File: src/core/ir_ctl_pkg.sv
// Constants of the transceiver serial control slave
// Function
// - Each transaction opens with a command; only reads add a response.
// - The transceiver is slave only and never starts a transaction.
// - A response starts exactly four clocks after the last command bit.
// - Bytes within a phase follow back to back with no idle clocks.
// - Each byte is sent least significant bit first after one start bit.
// - Every receiver samples serial data on the rising serial clock edge.
// - The transceiver changes the read line on rising serial clock edges; the code releases the acknowledge pulse on the falling edge.
// - Outside commands the write line is the emitter LED transmit signal.
// - The first rising clock edge of a command disables the transmit LED.
// - LED is re-enabled on the last command clock; then no clock edges. A read re-enables it when the write line goes low.
// - During a read response the photodiode is cut off the read line.
// - An individually addressed slave drives read data even with its receiver disabled.
// - An unaddressed slave floats the read line during the transaction.
// - The end of a read is found by the write line going low.
// - With acknowledge on, the read line pulses low one clock after writes.
// - When idle the write line rests low and the read line high.
// - The transceiver answers address 001 and broadcast address 111.
// - Acknowledge needs both enables set and the individual address.
// - New configuration applies only after the command phase ends.
package ir_ctl_pkg;
	// ==========================================
	// Command byte layout and addresses
	localparam int CMD_ADDR_LSB = 0;
	localparam int CMD_DIR_BIT = 3;
	localparam int CMD_IDX_LSB = 4;
	localparam logic [2:0] ADDR_INDIV = 3'h1;
	localparam logic [2:0] ADDR_BCAST = 3'h7;
	localparam logic [3:0] IDX_CTRL0 = 4'h0;
	localparam logic [3:0] IDX_CTRL1 = 4'h1;
	localparam logic [3:0] IDX_CTRL2 = 4'h2;
	localparam logic [3:0] IDX_RESET = 4'hd;
	// ==========================================
	// Control register fields and reset values
	localparam int C0_PWR = 0;
	localparam int C0_RXOEN = 1;
	localparam int C0_TLED = 2;
	localparam int C0_ACK_PULSE_ENABLE = 4;
	localparam logic [4:0] CTRL0_RST = 5'h14;
	localparam logic [3:0] CTRL1_RST = 4'h0;
	localparam logic [3:0] CTRL2_RST = 4'h7;
	// ==========================================
	// Bit and clock counts
	localparam logic [3:0] BYTE_LAST = 4'h7;
	localparam logic [3:0] WBYTE_LAST = 4'h8;
	localparam logic [3:0] RESP_GAP = 4'h4;
	localparam logic [3:0] GAP_LAST = RESP_GAP - 4'h1;
	localparam logic [4:0] INIT_EDGES = 5'h1e;
	localparam logic TX_START = 1'b1;
	localparam logic RX_START = 1'b0;
endpackage

File: src/core/ir_ctl_slave.sv
// Serial control slave of the infrared transceiver
`timescale 1ns/10ps
module ir_ctl_slave
	import ir_ctl_pkg::*;
(
	// Clock and reset
	input wire logic clk,
	input wire logic rst_b,
	// Serial bus pins from the controller
	input wire logic sclk,
	input wire logic tx_write_line,
	// Photodiode receiver signal
	input wire logic photo_rx,
	// Read line pin, two signals
	output logic rx_out,
	output logic rx_oe_n,
	// Emitter and configuration
	output logic led_drive,
	output logic power_mode,
	output logic receiver_output_enable,
	output logic ack_pulse_enable,
	output logic [3:0] ir_mode,
	output logic [3:0] tx_power
);
	typedef enum logic [2:0] {
		st_init, st_idle, st_cmd, st_wdata, st_ack, st_turn, st_resp, st_rwait
	} state_e;

	// ==========================================
	// Pin synchronisers
	logic sclk_m, sclk_s, sclk_d, tx_m, tx_s, ph_m, ph_s;
	logic rise, fall;

	// Two flip-flops per pin, one more for clock edges
	always_ff @(posedge clk or negedge rst_b)
	begin
		if (!rst_b)
		begin
			sclk_m <= 1'b0;
			sclk_s <= 1'b0;
			sclk_d <= 1'b0;
			tx_m <= 1'b0;
			tx_s <= 1'b0;
			ph_m <= 1'b1;
			ph_s <= 1'b1;
		end
		else
		begin
			sclk_m <= sclk;
			sclk_s <= sclk_m;
			sclk_d <= sclk_s;
			tx_m <= tx_write_line;
			tx_s <= tx_m;
			ph_m <= photo_rx;
			ph_s <= ph_m;
		end
	end

	// Serial clock edges
	assign rise = sclk_s & ~sclk_d;
	assign fall = ~sclk_s & sclk_d;

	// ==========================================
	// Transaction engine
	state_e state, next_state;
	logic [3:0] cnt, next_cnt;
	logic [7:0] shreg, next_shreg, cmd, next_cmd;
	logic [4:0] init_cnt, next_init_cnt;
	logic [4:0] ctrl0, next_ctrl0;
	logic [3:0] ctrl1, next_ctrl1, ctrl2, next_ctrl2;
	logic hit, next_hit, resp, next_resp, led_en, next_led_en;
	logic drv, next_drv, next_rx_out, next_rx_oe_n, next_led_drive;
	logic [7:0] shifted, rdata;
	logic [2:0] addr;
	logic [3:0] idx;
	logic wr_ok, ack_now, resp_now;

	// Field decode of the shifted and held command
	assign shifted = {tx_s, shreg[7:1]};
	assign addr = cmd[CMD_ADDR_LSB +: 3];
	assign idx = cmd[CMD_IDX_LSB +: 4];
	assign rdata = (idx == IDX_CTRL0) ? {3'h0, ctrl0} :
		(idx == IDX_CTRL1) ? {4'h0, ctrl1} :
		(idx == IDX_CTRL2) ? {ctrl2, 4'h0} : 8'h00;
	assign wr_ok = (idx == IDX_CTRL0) || (idx == IDX_CTRL2) ||
		(idx == IDX_RESET) || ((idx == IDX_CTRL1) &&
		$onehot0(shreg[3:0]) && (shreg[7:4] == 4'h0));
	assign ack_now = wr_ok && (addr == ADDR_INDIV) && ctrl0[C0_ACK_PULSE_ENABLE] &&
		ctrl0[C0_RXOEN];
	assign resp_now = (addr == ADDR_INDIV) ||
		((addr == ADDR_BCAST) && ctrl0[C0_RXOEN]);

	// Next state of the engine
	always_comb
	begin
		next_state = state;
		next_cnt = cnt;
		next_shreg = shreg;
		next_cmd = cmd;
		next_init_cnt = init_cnt;
		next_ctrl0 = ctrl0;
		next_ctrl1 = ctrl1;
		next_ctrl2 = ctrl2;
		next_hit = hit;
		next_resp = resp;
		next_led_en = led_en;
		next_drv = drv;
		next_rx_out = rx_out;
		case (state)
			st_init:
				if (rise)
				begin
					if (tx_s)
						next_init_cnt = 5'h00;
					else if (init_cnt == INIT_EDGES - 5'h01)
						next_state = st_idle;
					else
						next_init_cnt = init_cnt + 5'h01;
				end
			st_idle:
			begin
				if (fall)
					next_drv = 1'b0;
				if (rise)
				begin
					next_led_en = 1'b0;
					next_drv = 1'b0;
					next_cnt = 4'h0;
					next_state = st_cmd;
				end
			end
			st_cmd:
				if (rise)
				begin
					next_shreg = shifted;
					next_cnt = cnt + 4'h1;
					if (cnt == BYTE_LAST)
					begin
						next_cmd = shifted;
						next_cnt = 4'h0;
						next_hit = (shifted[CMD_ADDR_LSB +: 3] == ADDR_INDIV) ||
							(shifted[CMD_ADDR_LSB +: 3] == ADDR_BCAST);
						if (shifted[CMD_DIR_BIT])
							next_state = st_turn;
						else if (shifted[CMD_IDX_LSB +: 4] == IDX_RESET)
							next_state = st_ack;
						else
							next_state = st_wdata;
					end
				end
			st_wdata:
				if (rise)
				begin
					if (cnt != 4'h0)
						next_shreg = shifted;
					next_cnt = cnt + 4'h1;
					if (cnt == WBYTE_LAST)
						next_state = st_ack;
				end
			st_ack:
				if (rise)
				begin
					next_led_en = 1'b1;
					next_state = st_idle;
					if (hit && ack_now)
					begin
						next_drv = 1'b1;
						next_rx_out = 1'b0;
					end
					if (hit && wr_ok)
						case (idx)
							IDX_CTRL0: next_ctrl0 = {shreg[4], 1'b0, shreg[2:0]};
							IDX_CTRL1: next_ctrl1 = shreg[3:0];
							IDX_CTRL2: next_ctrl2 = shreg[7:4];
							IDX_RESET:
							begin
								next_ctrl0 = CTRL0_RST;
								next_ctrl1 = CTRL1_RST;
								next_ctrl2 = CTRL2_RST;
							end
							default: next_ctrl1 = ctrl1;
						endcase
					else if (hit && idx == IDX_CTRL1)
						next_ctrl1 = CTRL1_RST;
				end
			st_turn:
				if (rise)
				begin
					next_cnt = cnt + 4'h1;
					if (cnt == GAP_LAST)
					begin
						next_resp = hit && resp_now;
						next_drv = hit && resp_now;
						next_rx_out = RX_START;
						next_cnt = 4'h0;
						next_state = st_resp;
					end
				end
			st_resp:
				if (rise)
				begin
					next_rx_out = rdata[cnt[2:0]];
					next_cnt = cnt + 4'h1;
					if (cnt == BYTE_LAST)
						next_state = st_rwait;
				end
			st_rwait:
				if (!tx_s)
				begin
					next_drv = 1'b0;
					next_resp = 1'b0;
					next_led_en = 1'b1;
					next_state = st_idle;
				end
				else if (rise)
					next_rx_out = 1'b1;
			default: next_state = st_init;
		endcase
		// Read line and LED: photodiode only between transactions
		next_rx_oe_n = ~next_drv;
		if ((next_state == st_idle || next_state == st_init) && !next_drv)
		begin
			next_rx_out = ph_s;
			next_rx_oe_n = ~next_ctrl0[C0_RXOEN];
		end
		next_led_drive = tx_s & next_led_en & ctrl0[C0_TLED];
	end

	// Registers of the engine
	always_ff @(posedge clk or negedge rst_b)
	begin
		if (!rst_b)
		begin
			state <= st_init;
			cnt <= 4'h0;
			shreg <= 8'h00;
			cmd <= 8'h00;
			init_cnt <= 5'h00;
			ctrl0 <= CTRL0_RST;
			ctrl1 <= CTRL1_RST;
			ctrl2 <= CTRL2_RST;
			hit <= 1'b0;
			resp <= 1'b0;
			led_en <= 1'b1;
			drv <= 1'b0;
			rx_out <= 1'b1;
			rx_oe_n <= 1'b1;
			led_drive <= 1'b0;
		end
		else
		begin
			state <= next_state;
			cnt <= next_cnt;
			shreg <= next_shreg;
			cmd <= next_cmd;
			init_cnt <= next_init_cnt;
			ctrl0 <= next_ctrl0;
			ctrl1 <= next_ctrl1;
			ctrl2 <= next_ctrl2;
			hit <= next_hit;
			resp <= next_resp;
			led_en <= next_led_en;
			drv <= next_drv;
			rx_out <= next_rx_out;
			rx_oe_n <= next_rx_oe_n;
			led_drive <= next_led_drive;
		end
	end

	// Configuration outputs straight from the control registers
	assign power_mode = ctrl0[C0_PWR];
	assign receiver_output_enable = ctrl0[C0_RXOEN];
	assign ack_pulse_enable = ctrl0[C0_ACK_PULSE_ENABLE];
	assign ir_mode = ctrl1;
	assign tx_power = ctrl2;
endmodule

File: config.mk
export PLATFORM = sky130hd
export DESIGN_NAME = ir_ctl_slave
export DESIGN_NICKNAME = d
export VERILOG_FILES = /design/src/core/ir_ctl_pkg.sv /design/src/core/ir_ctl_slave.sv
export SDC_FILE = /design/constraint.sdc
export NUM_CORES = 1
export LEC_CHECK = 0
export BUFFER_PORTS_ARGS = -buffer_cell sky130_fd_sc_hd__buf_2
export CAP_MARGIN = 40
export CORE_MARGIN = 2
export CORE_UTILIZATION = 52
export CTS_CLUSTER_SIZE = 40
export DETAILED_ROUTE_END_ITERATION = 16
export MAX_ROUTING_LAYER = met4
export PLACE_DENSITY = 0.73
export SYNTH_ARGS = -nofsm -noshare
export SYNTH_HDL_FRONTEND = slang
export SYNTH_SLANG_ARGS = --single-unit
File: constraint.sdc
create_clock -name clk -period 6.6 [get_ports clk]
set_clock_uncertainty 0.2 [all_clocks]
set_input_delay 1.65 -clock clk [delete_from_list [all_inputs] [get_ports clk]]
set_output_delay 1.65 -clock clk [all_outputs]
set_load 0.05 [all_outputs]
### Word-level counts from Yosys, hierarchy flattened

Index checks and enable logic that the tools add are counted.

| word-level totals | value |
|---|---|
| bits in registers | 54 |
| input bits | 5 |
| output and inout bits | 14 |
| logic and storage cells | 175 |

| cells by class | value |
|---|---|
| add/subtract/negate cells | 5 |
| order comparisons | 2 |
| eq/ne operators | 35 |
| mux-type cells | 65 |
| bitwise logic cells | 8 |
| reduce and logical (&&, ||, !) cells | 38 |

Operator list:

| cell | number |
|---|---|
| two-way mux 3 bit | 16 |
| two-way mux 8 bit | 6 |
| two-way mux 4 bit | 8 |
| != test 3 bit, second input constant | 8 |
| one-hot mux 3 bit (8 select lines) | 1 |
| two-way mux 1 bit | 20 |
| equality test 3 bit, second input constant | 6 |
| one-hot mux 4 bit (2 select lines) | 2 |
| one-hot mux 4 bit (4 select lines) | 1 |
| one-hot mux 8 bit (2 select lines) | 1 |
| AND reduction 4 bit | 4 |
| equality test 3 x 1 -> 1 bit, second input constant | 4 |
| equality test 4 bit, second input constant | 3 |
| != test 2 bit, second input constant | 6 |
| logical AND 1 bit | 11 |
| two-way mux 5 bit | 2 |
| one-hot mux 5 bit (2 select lines) | 1 |
| equality test 4 x 2 -> 1 bit, second input constant | 2 |
| zero test 4 bit | 2 |
| one-hot mux 1 bit (4 select lines) | 2 |
| AND reduction 8 bit | 1 |
| nonzero test 2 bit | 4 |
| nonzero test 4 bit | 2 |
| equality test 3 x 2 -> 1 bit, second input constant | 2 |
| 22 further kinds | 38 |

### Depth between registers and ports, before layout

| depth | value |
|---|---|
| depth in word-level cells | 17 |
| gate-level depth with buffers | 9 |
| gate-level depth less buffers | 8 |

### Worst setup path before layout

Ideal clock, no wire load.

| path | value |
|---|---|
| kind | register to output |
| start | register ctrl0[4] |
| end | output port ack_pulse_enable |
| arrival time | 0.680 ns |
| required time | 4.750 ns |
| setup slack | 4.070 ns |
| stages on the path, launching flop included | 1 |
| path buffers | 0 |
| cells stage by stage | dfstp_2 |

RTL lines:

| item | RTL line | source |
|---|---|---|
| start, declared | ir_ctl_slave.sv:69 | `logic [4:0] ctrl0, next_ctrl0;` |
| start signal, assigned | ir_ctl_slave.sv:257 | `ctrl0 <= next_ctrl0;` |
| end, declared | ir_ctl_slave.sv:21 | `output logic ack_pulse_enable,` |

No word-level cell between the ends.

### Worst setup path in the final report

| path | value |
|---|---|
| start | register ctrl0[4] |
| end | output port ack_pulse_enable |

No word-level cell between the ends.

==> results.sh <==
export IMPL_outcome="complete, no violations"
export IMPL_drtAntennaViolNets=0
export IMPL_clock_latency_ps=300
export IMPL_hold_path_end="tx_s$_DFF_PN0_"
export IMPL_path_max_fanout=4
export IMPL_path_class="reg -> out"
export IMPL_power_uw=566
export IMPL_yosysWarningCount=0
export IMPL_peakVddDrop_v=0.000148
export IMPL_slew_viol_final=0
export IMPL_htreeDepth=2
export IMPL_gr_usage_all_layers_pct=21.3
export IMPL_postSynthRegisterBits=52
export IMPL_cts_setup_buffers=0
export IMPL_portBuffers=18
export IMPL_cts_buffer_depth=2
export IMPL_fin_cells=357
export IMPL_finalSetupTns_ps=0
export IMPL_hold_path_depth=0
export IMPL_fillers=468
export IMPL_drc_errors=0
export IMPL_numCtsBuffers=5
export IMPL_final_hold_violation_count=0
export IMPL_relSlewSlack_pct=51.9
export IMPL_worstPathRequired_ps=4750
export IMPL_cts_clk_slew_worst_paths_ps=90
export IMPL_ys_seq_area_share_pct=48.4
export IMPL_antenna_found_initial=0
export IMPL_place_congestion=0.867
export IMPL_rows=26
export IMPL_synth_enable_flop_cells=0
export IMPL_root_buffer="clkbuf_8"
export IMPL_synth_area_um2=2710
export IMPL_tightest_slew_ps=714
export IMPL_grt_pass1_vias=1999
export IMPL_maxCapViolCount=0
export IMPL_endpoint_kind="primary output"
export IMPL_max_freq_mhz=335
export IMPL_worst_setup_path_start_kind="register"
export IMPL_synth_avg_cell_area_um2=9.90
export IMPL_synth_top_cell_area_share_pct=38.7
export IMPL_drtPass1Iterations=5
export IMPL_cellLeakagePower_uw=0.00126
export IMPL_start_util_pct=53.5
export IMPL_synthesis_nets=284
export IMPL_async_flop_share_pct=100
export IMPL_worst_slack_ps=3610
export IMPL_grt_max_degree=53
export IMPL_grt_ovfl_total=0
export IMPL_synth_flop_cell="dfrtp_1"
export IMPL_rsz0062_at_grt="false"
export IMPL_grt_pass1_wl_mm=9.72
export IMPL_ctsHoldBuffers=0
export IMPL_postSynthCellCount=274
export IMPL_hold_start="tx_m$_DFF_PN0_"
export IMPL_wire_per_inst_um=16.0
export IMPL_synthDistinctLibCells=55
export IMPL_slowest_delay_ps=570
export IMPL_regToRegSetupSlack_ps=3850
export IMPL_rr_worst_depth=6
export IMPL_cp_depth=1
export IMPL_area_delta_synth_final_pct=8.62
export IMPL_placed_cell_area_um2=2840
export IMPL_r2r_start="state[2]$_DFF_PN0_"
export IMPL_finalCriticalPeriod_ps=2990
export IMPL_drt_iter0_drc=231
export IMPL_yosys_area_top_type="dfrtp_1"
export IMPL_pin_count=19
export IMPL_die_height_um=76.2
export IMPL_post_cts_resized=0
export IMPL_worst_path_buf_inv=1
export IMPL_crit_family="flip-flops"
export IMPL_hpwl_mm=4.01
export IMPL_die_area_um2=5810
export IMPL_drive_gt1_share_pct=20.2
export IMPL_synth_common_cells="dfrtp_1, o21ai_0, nand2_1"
export IMPL_dpl_cell_count=349
export IMPL_place_ws_ps=3940
export IMPL_fin_area_um2=2950
export IMPL_vias=2128
export IMPL_clock_sinks=52
export IMPL_nNetsFinal=296
export IMPL_wl_mm=5.70
export IMPL_hold_class="reg -> reg"
export IMPL_synth_most_common_cell="dfrtp_1"
export IMPL_num_antenna_cells=0
export IMPL_setup_violations=0
export IMPL_finalCritPeriodShare_pct=45.3
export IMPL_synth_area_leaders="dfrtp_1, dfstp_2, mux2_2"
export IMPL_arrival_ps=1140
export IMPL_r2r_end="ir_mode[0]$_DFFE_PN0P_"
export IMPL_cpMaxStageDelayCell="dfstp_2"
export IMPL_power_density_nw_per_um2=192
export IMPL_cts_tree="built"
export IMPL_core_area_um2=5070
export IMPL_vias_per_cell=5.96
export IMPL_die_w_um=76.2
export IMPL_crit_path_cell_trace="buf_2"
==> how the worst max path moves through the flow <==
stage                                    start                     end
after floorplan           ctrl0[4]$_DFFE_PN1P_        ack_pulse_enable
after global placement      state[2]$_DFF_PN0_  ir_mode[2]$_DFFE_PN0P_
after detailed placement    state[2]$_DFF_PN0_  ir_mode[1]$_DFFE_PN0P_
after CTS                 ctrl0[4]$_DFFE_PN1P_        ack_pulse_enable
after global routing      ctrl0[4]$_DFFE_PN1P_        ack_pulse_enable
final                     ctrl0[4]$_DFFE_PN1P_        ack_pulse_enable
==> stage by stage <==
stage / util (%) / hold WS (ps)
after global placement: 55.8 / 133
after detailed placement: 56.0 / 137
final: 58.1 / 157
after CTS: 58.1 / 158
after floorplan: - / 131
after global routing: 58.1 / 161
==> routing by layer <==
metal  part of all wire, %  up-vias  GRT usage [%]
met5                     0        -              -
met2                    46       55           30.8
met4                   1.8        0           7.64
met3                   4.4        9           4.15
li1                      -     1021              -
met1                    47     1043           30.3
==> flip-flops by register name, indices dropped and copies added, names as in the netlist, 3 cells and up <==
name,flops
shreg,8
cmd,7
init_cnt,5
cnt,4
ctrl0,4
ir_mode,4
tx_power,4
state,3
==> power breakdown <==
group          switching (uW)  total [uW]  leakage [uW]  internal (uW)
clock network             100         214     0.0000524            114
registers                6.33         331      0.000677            324
logic                    14.6        21.2      0.000530           6.62
==> cell usage in the layout, fill, tap and decap left out, types with 3 or more instances in the layout <==
cell type	synthesis	layout
o21ai_0	27	27
clkbuf_8	0	5
a31oi_1	5	5
o211ai_1	3	3
nor2b_1	6	6
dfstp_2	10	10
dfrtp_1	42	42
o31ai_1	4	4
nand4_1	3	3
nor4_1	4	4
nand2_1	23	23
buf_2	0	18
o21a_1	3	3
inv_1	14	14
nand3_1	9	9
a21oi_1	8	8
mux2_2	15	15
ha_1	4	4
nor2_1	19	19
a22o_1	7	7
nand2b_1	5	5
nor3_1	9	9
==> area by class of cell <==
class                   count  area (um2)  area share [%]
clock inverters             1        30.0            1.02
repair buffers             20         105            3.57
flip-flops and latches     52        1310            44.6
inverters                  14        52.6            1.78
clock buffers               7        76.3            2.59
well taps                  70        87.6            2.97
multi-input cells         193        1280            43.5
==> kinds of logic (layout without fill, tap and decap cells) <==
group           Yosys count  after routing  share of synthesized area, %
mux                      18             18                          7.98
xor+xnor                  1              1                         0.323
compound gates           74             74                          18.0
simple gates             95             95                          18.4
flops                    52             52                          48.4
buf+inv                  29             42                          4.33
fa+ha+maj                 5              5                          2.58
(Power assumes the default switching activity.)
